--- config.mk ---
export PLATFORM = sky130hd
export DESIGN_NAME = ucs_top
export DESIGN_NICKNAME = d
export VERILOG_FILES = /design/src/design/ucs_sync.v /design/src/design/ucs_chartmo.v /design/src/design/ucs_top.v
export VERILOG_INCLUDE_DIRS = /design/src /design/src/design
export SDC_FILE = /design/constraint.sdc
export NUM_CORES = 1
export LEC_CHECK = 0
export BUFFER_PORTS_ARGS = -buffer_cell sky130_fd_sc_hd__buf_4
export CORE_MARGIN = 10
export CORE_UTILIZATION = 49
export DETAILED_ROUTE_END_ITERATION = 10
export HOLD_SLACK_MARGIN = 0.05
export PLACE_DENSITY = 0.75
export SKIP_CTS_REPAIR_TIMING = 1
export SYNTH_ARGS = -nofsm -noshare
export SYNTH_HDL_FRONTEND = slang
export SYNTH_SLANG_ARGS = --single-unit
--- constraint.sdc ---
create_clock -name clk -period 4.99 [get_ports clk]
set_input_delay 0.998 -clock clk [delete_from_list [all_inputs] [get_ports clk]]
set_output_delay 0.998 -clock clk [all_outputs]
set_load 0.01 [all_outputs]
--- src/design/ucs_defines.vh ---
// Register map, field positions, reset values and timing counts of the serial port control block.
`ifndef UCS_DEFINES_VH
`define UCS_DEFINES_VH
`define UCS_AW 6
`define UCS_IDX_BUF 6'h00
`define UCS_IDX_IER 6'h01
`define UCS_IDX_IIR 6'h02
`define UCS_IDX_LCR 6'h03
`define UCS_IDX_LSR 6'h05
`define UCS_IDX_SCR 6'h07
`define UCS_IDX_SBUF_LO 6'h0C
`define UCS_IDX_SBUF_HI 6'h1B
`define UCS_IDX_FCRR 6'h1F
`define UCS_IDX_SFE 6'h26
`define UCS_IDX_SRT 6'h27
`define UCS_IDX_STET 6'h28
`define UCS_IER_RDA 0
`define UCS_IER_TRANSMIT_HOLDING_EMPTY 1
`define UCS_IER_RLS 2
`define UCS_IER_PTIME 7
`define UCS_FCR_EN 0
`define UCS_FCR_RXCLR 1
`define UCS_FCR_TXCLR 2
`define UCS_FCR_KEEP 8'hF9
`define UCS_LSR_TRANSMIT_HOLDING_EMPTY 5
`define UCS_IIR_NONE 4'h1
`define UCS_IIR_RLS 4'h6
`define UCS_IIR_RDA 4'h4
`define UCS_IIR_TMO 4'hC
`define UCS_IIR_TRANSMIT_HOLDING_EMPTY 4'h2
`define UCS_RST_IER 8'h00
`define UCS_RST_FCR 8'h00
`define UCS_RST_LCR 8'h00
`define UCS_RST_SCR 8'h00
`define UCS_CHAR_TIMES 4
`define UCS_SETTLE_MAX 8
`define UCS_SYNC_STAGES 2
`endif

--- src/design/ucs_sync.v ---
// Two-flop synchroniser for a bundle of signals crossing into the sampling logic.
`timescale 1ns/1ps
`default_nettype none
module ucs_sync #(
  parameter WIDTH = 8
) (
  input wire clk,
  input wire rst,
  input wire [WIDTH-1:0] din,
  output wire [WIDTH-1:0] dout
);
  reg [WIDTH-1:0] meta_q;
  reg [WIDTH-1:0] sync_q;
  genvar i;
  generate
    for (i = 0; i < WIDTH; i = i + 1) begin : g_bit
      // The first stage feeds only the second stage.
      always @(posedge clk or posedge rst) begin
        if (rst) begin
          meta_q[i] <= 1'b0;
          sync_q[i] <= 1'b0;
        end else begin
          meta_q[i] <= din[i];
          sync_q[i] <= meta_q[i];
        end
      end
    end
  endgenerate
  assign dout = sync_q;
endmodule // ucs_sync
`default_nettype wire

--- src/design/ucs_chartmo.v ---
// Character timeout detector for the receive FIFO.
`timescale 1ns/1ps
`default_nettype none
module ucs_chartmo #(
  parameter CW = 16,
  parameter [CW-1:0] LIMIT = 16'd640
) (
  input wire clk,
  input wire rst,
  input wire enable,
  input wire nonempty,
  input wire activity,
  output reg tmo_q
);
  reg [CW-1:0] cnt_q;
  always @(posedge clk or posedge rst) begin
    if (rst) begin
      cnt_q <= {CW{1'b0}};
      tmo_q <= 1'b0;
    end else if (!enable || !nonempty || activity) begin
      // Any push or pop restarts the window and clears a reported timeout.
      cnt_q <= {CW{1'b0}};
      tmo_q <= 1'b0;
    end else if (cnt_q >= LIMIT - 1'b1) begin
      tmo_q <= 1'b1;
    end else begin
      cnt_q <= cnt_q + 1'b1;
    end
  end
endmodule // ucs_chartmo
`default_nettype wire

--- src/design/ucs_top.v ---
// Serial port control: Avalon register slave, interrupt identity, threshold mode and shadow aliases.
`timescale 1ns/1ps
`default_nettype none
`include "ucs_defines.vh"
module ucs_top #(
  parameter FIFO_DEPTH = 16,
  parameter LVL_W = 5,
  parameter CHAR_CLKS = 160
) (
  input wire clk,
  input wire rst,
  input wire [`UCS_AW-1:0] avs_address,
  input wire avs_read,
  input wire avs_write,
  input wire [31:0] avs_writedata,
  input wire [3:0] avs_byteenable,
  output reg [31:0] avs_readdata,
  output reg avs_waitrequest,
  output reg irq,
  input wire [7:0] ser_rx_data,
  input wire [LVL_W-1:0] ser_rx_level,
  input wire [LVL_W-1:0] ser_tx_level,
  input wire ser_rx_push,
  input wire ser_tx_pop,
  input wire [3:0] ser_err,
  input wire ser_tx_idle,
  output reg tx_wr,
  output reg [7:0] tx_data,
  output reg rx_rd,
  output reg rx_clr,
  output reg tx_clr,
  output wire [7:0] cfg_lcr,
  output wire cfg_fifo_en,
  output reg ser_rst
);
  // Level constants are worked out as integers first and then cut to their width on purpose.
  localparam integer QTR_I = FIFO_DEPTH / 4;
  localparam integer HALF_I = FIFO_DEPTH / 2;
  localparam integer NEAR_I = FIFO_DEPTH - 2;
  localparam integer FULL_I = FIFO_DEPTH;
  localparam integer TMO_I = `UCS_CHAR_TIMES * CHAR_CLKS;
  localparam integer SETTLE_I = `UCS_SETTLE_MAX - `UCS_SYNC_STAGES - 1;
  localparam integer ONE_I = 1;
  localparam integer TWO_I = 2;

  localparam [LVL_W-1:0] LV_ZERO = {LVL_W{1'b0}};
  localparam [LVL_W-1:0] LV_ONE = ONE_I[LVL_W-1:0];
  localparam [LVL_W-1:0] LV_TWO = TWO_I[LVL_W-1:0];
  localparam [LVL_W-1:0] LV_QTR = QTR_I[LVL_W-1:0];
  localparam [LVL_W-1:0] LV_HALF = HALF_I[LVL_W-1:0];
  localparam [LVL_W-1:0] LV_NEAR = NEAR_I[LVL_W-1:0];
  localparam [LVL_W-1:0] LV_FULL = FULL_I[LVL_W-1:0];
  localparam [15:0] TMO_LIMIT = TMO_I[15:0];
  localparam [3:0] SETTLE_CNT = SETTLE_I[3:0];
  localparam integer ST_W = 8 + 2 * LVL_W + 7;

  reg [7:0] ier_q;
  reg [7:0] fcr_q;
  reg [7:0] lcr_q;
  reg [7:0] scr_q;
  reg [3:0] err_q;
  reg transmit_holding_empty_pend_q;
  reg transmit_holding_empty_prev_q;
  reg [8:0] cfg_prev_q;
  reg [3:0] settle_q;
  reg [31:0] rd_mux;
  reg [3:0] iir_id;
  reg [LVL_W-1:0] rx_trig;
  reg [LVL_W-1:0] tx_thr;

  wire [7:0] s_rx_data;
  wire [LVL_W-1:0] s_rx_level;
  wire [LVL_W-1:0] s_tx_level;
  wire s_rx_push;
  wire s_tx_pop;
  wire [3:0] s_err;
  wire s_tx_idle;
  wire [8:0] cfg_s;
  wire tmo_act;

  // Status from the serial engine and configuration toward it both cross through synchronisers.
  ucs_sync #(.WIDTH(ST_W)) u_st_sync (
    .clk(clk),
    .rst(rst),
    .din({ser_rx_data, ser_rx_level, ser_tx_level, ser_rx_push, ser_tx_pop, ser_err, ser_tx_idle}),
    .dout({s_rx_data, s_rx_level, s_tx_level, s_rx_push, s_tx_pop, s_err, s_tx_idle})
  );

  ucs_sync #(.WIDTH(9)) u_cfg_sync (
    .clk(clk),
    .rst(rst),
    .din({lcr_q, fcr_q[`UCS_FCR_EN]}),
    .dout(cfg_s)
  );

  assign cfg_lcr = cfg_s[8:1];
  assign cfg_fifo_en = cfg_s[0];

  // Bus handshake: a request is answered one cycle later and takes effect at the edge that sees waitrequest low.
  wire req = avs_read | avs_write;
  wire acc = req & ~avs_waitrequest;
  wire acc_wr = acc & avs_write & avs_byteenable[0];
  wire acc_rd = acc & avs_read;
  wire [7:0] wd = avs_writedata[7:0];
  wire in_sbuf = (avs_address >= `UCS_IDX_SBUF_LO) && (avs_address <= `UCS_IDX_SBUF_HI);
  wire is_buf = (avs_address == `UCS_IDX_BUF) | in_sbuf;

  wire fifo_on = fcr_q[`UCS_FCR_EN];
  wire ptime = ier_q[`UCS_IER_PTIME] & fifo_on;
  wire tx_empty = (s_tx_level == LV_ZERO);
  wire tx_full = (s_tx_level >= LV_FULL);
  wire rx_nonempty = (s_rx_level != LV_ZERO);

  // Receive trigger levels: one character, a quarter, a half, or two short of full.
  always @* begin
    case (fcr_q[7:6])
      2'b00: rx_trig = LV_ONE;
      2'b01: rx_trig = LV_QTR;
      2'b10: rx_trig = LV_HALF;
      default: rx_trig = LV_NEAR;
    endcase
  end

  // Transmit thresholds: empty, two entries, a quarter or a half of the FIFO.
  always @* begin
    case (fcr_q[5:4])
      2'b00: tx_thr = LV_ZERO;
      2'b01: tx_thr = LV_TWO;
      2'b10: tx_thr = LV_QTR;
      default: tx_thr = LV_HALF;
    endcase
  end

  // In threshold mode the condition follows the fill level, otherwise it means empty.
  wire transmit_holding_empty_cond = ptime ? (s_tx_level <= tx_thr) : tx_empty;
  wire rls_act = |err_q;
  wire rda_act = fifo_on ? (s_rx_level >= rx_trig) : rx_nonempty;

  // The character timeout exists only while the FIFOs are on.
  ucs_chartmo #(.CW(16), .LIMIT(TMO_LIMIT)) u_tmo (
    .clk(clk),
    .rst(rst),
    .enable(fifo_on),
    .nonempty(rx_nonempty),
    .activity(s_rx_push | rx_rd),
    .tmo_q(tmo_act)
  );

  // Fixed priority: line status, receive data, timeout, transmit empty.
  always @* begin
    if (ier_q[`UCS_IER_RLS] & rls_act) begin
      iir_id = `UCS_IIR_RLS;
    end else if (ier_q[`UCS_IER_RDA] & rda_act) begin
      iir_id = `UCS_IIR_RDA;
    end else if (ier_q[`UCS_IER_RDA] & tmo_act) begin
      iir_id = `UCS_IIR_TMO;
    end else if (ier_q[`UCS_IER_TRANSMIT_HOLDING_EMPTY] & transmit_holding_empty_pend_q) begin
      iir_id = `UCS_IIR_TRANSMIT_HOLDING_EMPTY;
    end else begin
      iir_id = `UCS_IIR_NONE;
    end
  end

  // Line status bit 5 reports a full FIFO instead of an empty one in threshold mode.
  wire [7:0] line_status_register = {fifo_on & (|err_q[3:1]), tx_empty & s_tx_idle,
                    ptime ? tx_full : tx_empty,
                    err_q, rx_nonempty};

  // Read data are prepared combinationally and registered in the cycle that answers the request.
  always @* begin
    rd_mux = 32'h00000000;
    if (is_buf) begin
      rd_mux[7:0] = s_rx_data;
    end else begin
      case (avs_address)
        `UCS_IDX_IER: rd_mux[7:0] = ier_q;
        `UCS_IDX_IIR: rd_mux[7:0] = {fifo_on, fifo_on, 2'b00, iir_id};
        `UCS_IDX_LCR: rd_mux[7:0] = lcr_q;
        `UCS_IDX_LSR: rd_mux[7:0] = line_status_register;
        `UCS_IDX_SCR: rd_mux[7:0] = scr_q;
        `UCS_IDX_FCRR: rd_mux[7:0] = fcr_q;
        `UCS_IDX_SFE: rd_mux[0] = fcr_q[`UCS_FCR_EN];
        `UCS_IDX_SRT: rd_mux[1:0] = fcr_q[7:6];
        `UCS_IDX_STET: rd_mux[1:0] = fcr_q[5:4];
        default: rd_mux = 32'h00000000;
      endcase
    end
  end

  always @(posedge clk or posedge rst) begin
    if (rst) begin
      avs_waitrequest <= 1'b1;
      avs_readdata <= 32'h00000000;
    end else if (req & avs_waitrequest) begin
      avs_waitrequest <= 1'b0;
      avs_readdata <= rd_mux;
    end else begin
      avs_waitrequest <= 1'b1;
    end
  end

  // Write and read strobes, each valid only at the edge that accepts the request.
  wire wr_fcr = acc_wr & (avs_address == `UCS_IDX_IIR);
  wire wr_sfe = acc_wr & (avs_address == `UCS_IDX_SFE);
  wire wr_ier = acc_wr & (avs_address == `UCS_IDX_IER);
  wire wr_lcr = acc_wr & (avs_address == `UCS_IDX_LCR);
  wire wr_scr = acc_wr & (avs_address == `UCS_IDX_SCR);
  wire wr_srt = acc_wr & (avs_address == `UCS_IDX_SRT);
  wire wr_stet = acc_wr & (avs_address == `UCS_IDX_STET);
  wire wr_buf = acc_wr & is_buf;
  wire rd_buf = acc_rd & is_buf;
  wire [7:0] fcr_new = wd & `UCS_FCR_KEEP;
  wire en_flip = (wr_fcr & (wd[`UCS_FCR_EN] != fifo_on)) | (wr_sfe & (wd[0] != fifo_on));

  // Each shadow FIFO index (SFE, SRT, STET) reaches its own FIFO control bits and leaves the others alone.
  always @(posedge clk or posedge rst) begin
    if (rst) begin
      ier_q <= `UCS_RST_IER;
      fcr_q <= `UCS_RST_FCR;
      lcr_q <= `UCS_RST_LCR;
      scr_q <= `UCS_RST_SCR;
      tx_wr <= 1'b0;
      tx_data <= 8'h00;
      rx_rd <= 1'b0;
      rx_clr <= 1'b0;
      tx_clr <= 1'b0;
    end else begin
      tx_wr <= wr_buf;
      rx_rd <= rd_buf;
      // Changing the FIFO enable also empties both FIFOs.
      rx_clr <= (wr_fcr & wd[`UCS_FCR_RXCLR]) | en_flip;
      tx_clr <= (wr_fcr & wd[`UCS_FCR_TXCLR]) | en_flip;
      if (wr_buf) begin
        tx_data <= wd;
      end
      if (wr_ier) begin
        ier_q <= wd & 8'h87;
      end
      if (wr_fcr) begin
        fcr_q <= fcr_new;
      end
      if (wr_sfe) begin
        fcr_q[`UCS_FCR_EN] <= wd[0];
      end
      if (wr_srt) begin
        fcr_q[7:6] <= wd[1:0];
      end
      if (wr_stet) begin
        fcr_q[5:4] <= wd[1:0];
      end
      if (wr_lcr) begin
        lcr_q <= wd;
      end
      if (wr_scr) begin
        scr_q <= wd;
      end
    end
  end

  // Error flags: a new error in the cycle of the status read survives it.
  wire lsr_rd = acc_rd & (avs_address == `UCS_IDX_LSR);

  always @(posedge clk or posedge rst) begin
    if (rst) begin
      err_q <= 4'h0;
    end else begin
      err_q <= (lsr_rd ? 4'h0 : err_q) | s_err;
    end
  end

  // Transmit empty source: cleared by reading it in the identity register, by a holding write
  // outside threshold mode, or by the condition dropping; a fresh condition wins over any clear.
  wire iir_transmit_holding_empty_rd = acc_rd & (avs_address == `UCS_IDX_IIR) & (avs_readdata[3:0] == `UCS_IIR_TRANSMIT_HOLDING_EMPTY);
  wire transmit_holding_empty_set = (transmit_holding_empty_cond & ~transmit_holding_empty_prev_q) | (ptime & transmit_holding_empty_cond & s_tx_pop);
  wire transmit_holding_empty_clr = iir_transmit_holding_empty_rd | (~ptime & wr_buf) | ~transmit_holding_empty_cond;

  always @(posedge clk or posedge rst) begin
    if (rst) begin
      transmit_holding_empty_prev_q <= 1'b0;
      transmit_holding_empty_pend_q <= 1'b0;
    end else begin
      transmit_holding_empty_prev_q <= transmit_holding_empty_cond;
      if (transmit_holding_empty_set) begin
        transmit_holding_empty_pend_q <= 1'b1;
      end else if (transmit_holding_empty_clr) begin
        transmit_holding_empty_pend_q <= 1'b0;
      end
    end
  end

  // The interrupt line follows the identity one cycle later, so both agree on a read.
  always @(posedge clk or posedge rst) begin
    if (rst) begin
      irq <= 1'b0;
    end else begin
      irq <= (iir_id != `UCS_IIR_NONE);
    end
  end

  // Serial engine reset: held after any configuration change seen past the synchroniser,
  // so that the whole path stays within the settling bound.
  always @(posedge clk or posedge rst) begin
    if (rst) begin
      cfg_prev_q <= 9'h000;
      settle_q <= 4'h0;
      ser_rst <= 1'b1;
    end else begin
      cfg_prev_q <= cfg_s;
      if (cfg_s != cfg_prev_q) begin
        settle_q <= SETTLE_CNT;
        ser_rst <= 1'b1;
      end else if (settle_q != 4'h0) begin
        settle_q <= settle_q - 4'h1;
      end else begin
        ser_rst <= 1'b0;
      end
    end
  end

endmodule // ucs_top
`default_nettype wire

# Yosys cells after proc, flatten, opt, wreduce, memory -nomap -nowiden
# Cells that the tools add are included.
# op_classes
add_sub_neg	2
n_lt_le_gt_ge	6
eq_ne	19
n_mux	29
bitwise	46
n_reduce_logical	20
# ops
cell	count
one-hot mux 6 bit (6 select lines)	1
AND 1 bit	32
2-to-1 mux 16 bit	2
2-to-1 mux 4 bit	6
one-hot mux 4 bit (3 select lines)	2
equality test 6 bit (second input constant)	3
adder 16 x 1 -> 16 bit (second input constant)	1
>= comparator 16 x 10 -> 1 bit (second input constant)	1
2-to-1 mux 8 bit	2
equality test 6 x 2 -> 1 bit (second input constant)	2
equality test 6 x 3 -> 1 bit (second input constant)	2
nonzero test 2 bit	6
2-to-1 mux 1 bit	11
!= test 9 bit	1
OR 1 bit	9
one-hot mux 1 bit (8 select lines)	1
one-hot mux 1 bit (7 select lines)	1
equality test 6 x 1 -> 1 bit (second input constant)	1
equality test 6 x 5 -> 1 bit (second input constant)	1
>= comparator 6 x 4 -> 1 bit (second input constant)	1
<= comparator 6 x 5 -> 1 bit (second input constant)	1
logical NOT 6 bit	1
2-to-1 mux 2 bit	3
>= comparator 5 bit	1
22 further kinds	30
# word_totals
regBits	153
inputBits	71
word_cells	213

# Logic depth before layout (Yosys ltp)
# Gate-level depths: netlist of the first run.
# logic_depth
word_depth	10
ltp_mapped	8
ltp_nobuf	8

# Hierarchy
# From an unflattened synthesis of the first run, not the netlist that was laid out.
# unflattened
cells_unflattened	491
hier_area_um2	6200.9
# by_module_without_submodules
module	n_inst	cells_per_inst	area_per_inst_um2	seq_area_each_um2
ucs_top	1	337	3652.3	1704.1
ucs_sync (u_st_sync)	1	51	1255.0	1251.2
ucs_chartmo	1	84	839.6	425.4
ucs_sync (u_cfg_sync)	1	19	454.2	450.4

# Worst setup path before layout of the first run
# No wires, ideal clock.
# synth_path
path_type	input -> register
start	input port avs_address[1]
end	register tx_data[1]
setup_ns	0.125
t_arrival_ns	2.531
t_required_ns	4.865
setup_slack_ns	2.334
stages	6
n_path_buf	2
cell_sequence	buf_2 -> or4_4 -> a31oi_4 -> and2_1 -> buf_4 -> mux2_2
# synth_via
elab_chain_len	4
# synth_rtl
item	line	source
start: declaration	ucs_top.v:12	input wire [`UCS_AW-1:0] avs_address,
>= comparator 6 x 4 -> 1 bit (no source line) / <= comparator 6 x 5 -> 1 bit (equally long branches)	-	
logical AND 1 bit	ucs_top.v:105	wire in_sbuf = (avs_address >= `UCS_IDX_SBUF_LO) && (avs_address <= `UCS_IDX_SBUF_HI);
OR 1 bit *	ucs_top.v:106	wire is_buf = (avs_address == `UCS_IDX_BUF) | in_sbuf;
AND 1 bit *	ucs_top.v:210	wire wr_buf = acc_wr & is_buf;
named net wr_buf	ucs_top.v:210	
end signal: assignment	ucs_top.v:234	tx_data <= wd;
end: declaration	ucs_top.v:28	output reg [7:0] tx_data,
# Mark *: on every way through the listed nets, which the timed path passes. The rest lies on a longest branch.
# A chain may end at the register's enable or synchronous reset.

# Worst setup path in the final report of the first run
# layout_path
start	input port avs_address[0]
end	register tx_data[1]
# layout_via
elab_chain_len	4
# layout_rtl
item	line
>= comparator 6 x 4 -> 1 bit (no source line) / <= comparator 6 x 5 -> 1 bit (equally long branches)	-
logical AND 1 bit	ucs_top.v:105
OR 1 bit *	ucs_top.v:106
AND 1 bit *	ucs_top.v:210
# Mark *: on every way between the ends. The rest lies on a longest branch, timed or not.

==> key figures, run 1 <==
Clock network
  – Longest Clk Path Bufs: 2
  – Clock Latency Late Sink: 0.42 ns
  – Worst-path clk slew: 0.06 ns
  – H-tree lvl count: 4
  – CTS tree: yes
  – Sinks on the clock net: 153
  – Clock root cell: clkbuf_16
  – CTS buffer count: 17

Power
  – Worst VDD drop: 305 uV
  – Final Total Pwr: 3.05 mW
  – Power Dens Cells: 415 nW/um^2
  – Static Leakage: 3.39 nW

Global route
  – GRT Overall Usage: 15.6%
  – Initial antenna violation count: 0
  – Vias in the first global route: 4232
  – Gr ovfl total: 0
  – Global-route wire length before repair: 21800 um
  – Pin count of the biggest net entering global routing: 154

Worst setup path
  – Critical Path RT: 5.29 ns
  – Worst-path fanout max: 10
  – Reg2reg path depth: 7
  – Worst setup SP type: primary input
  – Critical path type: in2reg
  – R2r endpoint: avs_readdata[2]
  – Start of the worst register-to-register path: fcr_q[7]
  – CP Capture Type: flip-flop
  – FF-to-FF setup slack: 2.73 ns
  – Worst path arrival time: 2.93 ns

Timing
  – Min Tclk post-route: 2.64 ns
  – Final Hold Viols: 0
  – Period utilization: 52.8%
  – RSZ-0062 raised after global routing: false
  – Layout Skew: 0.00942 ns
  – Worst Max-Slew Pin Slew: 0.920 ns
  – Fin. max-slew vios: 0
  – Final Setup Violations: 0
  – Slew HR: 38.1%
  – Fmax: 0.379 GHz
  – Setup TNS: 0 ns

Routing
  – Post-Route WL: 13300 um
  – Drt first pass iters: 7
  – DRT antenna net count: 0
  – Vias: 3995
  – Via-to-Cell Ratio: 5.37
  – DRT iter0 DRCs: 496
  – Average wire per standard cell: 17.8 um
  – # DRC: 0

Cells and area
  – Nets: 643
  – # diodes: 0
  – Area of the multi-input gates: 2050 sq um
  – Commonest non-fill, non-tap cell in the layout: dfrtp_1
  – Fillers: 965
  – Final instance area: 7340 sq um
  – Most frequent cells in the layout: dfrtp_1, buf_4, nor2_1
  – Finished Layout Cells: 744
  – Register area: 3830 sq um
  – Proportion of layout cells with a drive suffix above 1: 26.6%
  – Area Growth Syn to Fin: 20.0%

Hold path
  – HP Class: reg2reg
  – Worst hold start: u_cfg_sync.meta_q[2]
  – Hold-critical path depth: 0
  – Hold endpoint: u_cfg_sync.dout[2]

Logic synthesis
  – Synth Area per Inst: 12.7 sq um
  – Number of synthesized flops with an enable pin: 0
  – Sequential cell area fraction in the yosys report: 62.6%
  – Post-synthesis cell count: 483
  – Synth warnings: 0
  – Post-Syn Area: 6120 sq um
  – Most common flop cell mapped by yosys: dfrtp_1
  – Count of cell types in the netlist: 67
  – Async SR Flop Fraction: 100%
  – Post-synthesis register bit count: 153

Floorplan
  – Initial Utilization: 50.5%
  – Die area: 17400 sq um
  – Die Y: 132 um
  – Die outline width: 132 um
  – IO Pins: 127
  – Row cnt: 40
  – Core outline area: 12100 sq um

Outcome
  – Status: finished clean

Placed design
  – Inst Count DP: 712
  – DP Area: 6730 sq um
  – RD Place Congestion: 0.861
  – Final HPWL DP: 9420 um
  – PortBufs: 75

Job
  – MaxCap Viol Count: 0
final cells by class:
class                      count  area share (%)
tap                          168            2.86
sequential                   153            52.2
timing repair buffer          76            7.94
inverter                      14           0.767
multi-input combinational    301            27.9
clock buffer                  22            6.46
clock inverter                10            1.91
metal layers:
metal  track usage, %  vias to the layer above  share of wire, %
li1                 -                     1808                 -
met1             18.7                     1967                41
met2             24.8                      193                48
met3             5.60                       27               8.2
met4             6.55                        0               2.3
met5                0                        -                 0
critical path, stage by stage:
cell,delay [ns]
buf_4,0.15
or4_4,0.54
a31oi_4,0.35
and2_1,0.49
mux2_2,0.40
per-stage QoR:
stage	util (%)	hold WS, ns	setup WS (ns)
6_report	60.6	0.345	2.35
5_1_grt	60.6	0.353	2.29
4_1_cts	60.6	0.343	2.37
3_5_place_dp	55.5	0.335	1.92
3_3_place_gp	55.5	0.332	1.95
2_1_floorplan	-	0.331	2.06
sequential cells by signal, indices dropped and copies added (netlist names), 4 cells and up:
name	cells
cfg_prev_q	9
tx_data	8
avs_readdata	8
u_cfg_sync.dout	9
scr_q	8
u_st_sync.dout	25
err_q	4
ier_q	4
settle_q	4
fcr_q	6
u_tmo.cnt_q	16
u_cfg_sync.meta_q	9
u_st_sync.meta_q	25
lcr_q	8
synthesized netlist by cell type, drive strengths merged, types with 4 or more instances:
master  number  share of area, %
nor2b        4              0.41
mux2        30               5.5
ha           9               1.8
nand2b       4              0.41
o21a         4              0.49
inv         14              0.86
nor4         6              0.61
and2         9              0.92
a31oi        8               1.1
or4          4              0.61
a21oi       21               1.8
nand2       33               2.1
nor2        36               2.4
o22ai        6              0.61
o21ai        8              0.72
clkbuf       5              0.31
dfrtp      151                62
a222oi       5              0.82
a21o         5              0.61
nand3       15               1.2
xnor2       16               2.3
xor2         4              0.57
buf         33               4.2
where the power goes:
| group | internal, mW | total, mW | switching, mW | leakage (nW) |
|---|---|---|---|---|
| clock network | 0.826 | 1.30 | 0.477 | 0.293 |
| registers | 1.34 | 1.41 | 0.0675 | 1.95 |
| logic | 0.163 | 0.343 | 0.179 | 1.15 |
| total | 2.33 | 3.05 | 0.723 | 3.39 |
worst max-delay path by stage:
stage,from,to,slack (ns),depth (start not counted)
detailed placement,avs_address[0],tx_data[7],1.92,5
CTS,avs_address[0],tx_data[1],2.37,5
floorplan,rst,avs_readdata[0],2.06,1
global placement,avs_address[0],tx_data[1],1.95,5
global route,avs_address[0],tx_data[1],2.29,5
finish,avs_address[0],tx_data[1],2.35,5
cell families (layout without fill, tap and decap cells):
family / count (synthesis) / after routing / synth area share, %
compound gates: 79 / 79 / 9.25
xor+xnor: 20 / 20 / 2.86
fa+ha+maj: 9 / 9 / 1.84
buf+inv: 52 / 122 / 5.32
flops: 153 / 153 / 62.6
mux: 33 / 33 / 6.01
other cells: 1 / 24 / 0.0613
simple gates: 136 / 136 / 12.0
Note: power is estimated with default switching activity, not from simulation.
==> inputs of run 2 (changes only) <==
- ABC_AREA: default -> 1
- clock period: 4.99 -> 2.4 ns (I/O delays scaled with it)
==> key figures, run 2 <==
Outcome
  – Status: finished clean

Logic synthesis
  – Share of the synthesized area in the top cell type: 60.3% (-1.5 points)
  – Sequential cell area fraction in the yosys report: 61.1% (-1.5 points)
  – Cell taking the most area after synthesis: dfrtp_1
  – Post-Syn Area: 6270 sq um (+2.5%)
  – Number of synthesized flops with an enable pin: 0 (unchanged)
  – Most common flop cell mapped by yosys: dfrtp_1
  – Dominant cell by count in the synthesized netlist: dfrtp_1
  – Post-synthesis register bit count: 153 (unchanged)
  – Synth top area cells: dfrtp_1, nand2_1, inv_1
  – Post-synthesis cell count: 627 (+30%)
  – Synth warnings: 0 (unchanged)
  – Synth cell count leaders: dfrtp_1, nand2_1, inv_1
  – Synth Area per Inst: 10.0 sq um (-21%)
  – Count of cell types in the netlist: 40 (-40%)
  – Async SR Flop Fraction: 100% (unchanged)

Power
  – Static Leakage: 3.77 nW (+11%)
  – Worst VDD drop: 565 uV (+85%)
  – Power Dens Cells: 813 nW/um^2 (+96%)
  – Final Total Pwr: 6.07 mW (+99%)

Timing
  – Min setup slack post-route: 0.617 ns (-1.74 ns)
  – Layout Skew: 0.00679 ns (-0.00263 ns)
  – Fin. max-slew vios: 0 (unchanged)
  – Setup TNS: 0 ns (unchanged)
  – Fmax: 0.561 GHz
  – Min Tclk post-route: 1.78 ns
  – Slew HR: 56.7% (+19 points)
  – RSZ-0062 raised after global routing: false
  – Period utilization: 74.3%
  – Final Setup Violations: 0 (unchanged)
  – Final Hold Viols: 0 (unchanged)
  – Worst Max-Slew Pin Slew: 0.644 ns (-0.276 ns)

Cells and area
  – Area Growth Syn to Fin: 19.1%
  – Nets: 796 (+24%)
  – Proportion of layout cells with a drive suffix above 1: 19.2% (-7.3 points)
  – # diodes: 0 (unchanged)
  – Commonest non-fill, non-tap cell in the layout: dfrtp_1
  – Finished Layout Cells: 900 (+21%)
  – Most frequent cells in the layout: dfrtp_1, nand2_1, inv_1

Global route
  – GRT Overall Usage: 16.4% (+0.78 points)
  – Initial antenna violation count: 0 (unchanged)
  – Vias in the first global route: 4693 (+11%)
  – Gr ovfl total: 0 (unchanged)
  – Met1 Usage GRT: 18.4% (-0.33 points)
  – Met3 Resource Use GR: 5.94% (+0.34 points)
  – Pin count of the biggest net entering global routing: 97 (-37%)
  – Global routing usage on met2: 27.5% (+2.7 points)
  – Global-route wire length before repair: 23100 um (+5.8%)
  – Most used routing layer: met2

Worst setup path
  – Worst setup SP type: flip-flop
  – Crit. Startpoint: fcr_q[7]
  – Reg2reg path depth: 11 (+4)
  – CP max stage delay: 0.45 ns (-0.09 ns)
  – Worst path arrival time: 2.09 ns (-0.84 ns)
  – R2r endpoint: avs_readdata[3]
  – Crit-path most repeated cell: inv_1
  – Critical Path RT: 2.71 ns (-2.58 ns)
  – Crit path to: avs_readdata[3]
  – Worst-path fanout max: 5 (-5)
  – Start of the worst register-to-register path: fcr_q[7]
  – CP Capture Type: flip-flop
  – CP max stage cell: dfrtp_1
  – FF-to-FF setup slack: 0.62 ns (-2.11 ns)
  – Critical path type: reg2reg
  – Crit-path cells: inv_1 > ha_1 > inv_1 > nor2_1 > nand3b_1 > nand3_1 > nand2_1 > nand4_1 > nand3_1 > nand2_1 > inv_1

Routing
  – Average wire per standard cell: 15.2 um (-15%)
  – DRT antenna net count: 0 (unchanged)
  – Vias: 4433 (+11%)
  – Via-to-Cell Ratio: 4.93 (-8.3%)
  – Drt first pass iters: 5 (-2)
  – Post-Route WL: 13700 um (+3.3%)
  – DRT iter0 DRCs: 241 (-51%)
  – # DRC: 0 (unchanged)

Clock network
  – H-tree lvl count: 4 (unchanged)
  – Clock root cell: clkbuf_16
  – CTS tree: yes
  – Clock Latency Late Sink: 0.42 ns (about the same)
  – CTS buffer count: 17 (unchanged)
  – Worst-path clk slew: 0.06 ns (about the same)
  – Sinks on the clock net: 153 (unchanged)
  – Longest Clk Path Bufs: 2 (unchanged)

Floorplan
  – Die outline width: 133 um (+1.1%)
  – Row cnt: 41 (+2.5%)
  – Die area: 17700 sq um (+2.1%)
  – Core outline area: 12600 sq um (+3.8%)
  – Initial Utilization: 49.9% (-0.61 points)
  – Die Y: 133 um (+1.1%)
  – IO Pins: 127 (unchanged)

Job
  – MaxCap Viol Count: 0 (unchanged)

Hold path
  – HP Class: in2reg

Placed design
  – Inst Count DP: 869 (+22%)
  – Final HPWL DP: 10100 um (+7.1%)
  – PortBufs: 75 (unchanged)
  – Place WS: 0.495 ns (-1.42 ns)
  – RD Place Congestion: 0.897 (+4.2%)
[run 2: changes by cell type after synthesis, sizes merged, moves of 18 or more]
| cell | change |
|---|---|
| inv | +67 |
| mux2 | -30 |
| nand3 | +25 |
| nand2 | +103 |
| nor2 | +18 |
| o21ai | +37 |
[run 2: cell families after synthesis]
family,after synthesis,share of synthesized area (%)
flops,153,61.1
buf+inv,112,8.90
xor+xnor,12,1.68
simple gates,258,19.1
other cells,1,0.0598
compound gates,82,7.38
fa+ha+maj,9,1.80
[run 2: where the power goes]
group          leakage [nW]  internal, mW  switching, mW  total, mW
clock                 0.262          1.41           1.01       2.42
sequential             1.93          2.79          0.128       2.91
combinational          1.57         0.310          0.429      0.739
total                  3.77          4.50           1.57       6.07
[run 2: final cells by class]
| class | instances | area [sq um] |
|---|---|---|
| clock buffer | 18 | 429 |
| clock inverter | 13 | 105 |
| fill | 1050 | 5100 |
| inverter | 81 | 308 |
| multi-input combinational | 385 | 1970 |
| sequential | 153 | 3830 |
| tap | 172 | 215 |
| timing repair buffer | 78 | 611 |
[run 2: worst min-delay path by stage]
stage / endpoint / from / slack (ns) / depth (start not counted)
global placement: u_st_sync.dout[5] / u_st_sync.meta_q[5] / 0.33 / 0
finish: u_st_sync.meta_q[15] / ser_rx_level[3] / 0.16 / 1
CTS: u_st_sync.meta_q[13] / ser_rx_level[1] / 0.14 / 1
global route: u_st_sync.meta_q[11] / ser_tx_level[4] / 0.14 / 1
detailed placement: u_cfg_sync.dout[2] / u_cfg_sync.meta_q[2] / 0.33 / 0
floorplan: u_cfg_sync.dout[0] / u_cfg_sync.meta_q[0] / 0.33 / 0
[run 2: worst max-delay path, delay by kind of cell, from the launching register on]
family	cells	cell delay [ns]
adder cells (fa/ha/maj)	1	0.28
flip-flops	1	0.45
buffers and inverters	3	0.19
AND/OR/NAND/NOR	7	0.76
[run 2: per-stage QoR]
step	util (%)	hold slack [ns]	instance area, sq um
after floorplan	-	0.331	6360
after global placement	55.2	0.332	6930
after detailed placement	55.2	0.335	6930
after CTS	59.4	0.139	7470
after global routing	59.4	0.137	7470
final	59.4	0.162	7470
[run 2: routing by layer]
layer,vias to the layer above,part of all wire [%],routed length [um]
li1,2120,-,-
met1,2140,40,5480
met2,144,50,6900
met3,29,7.2,982
met4,0,2.5,339
met5,-,0,0
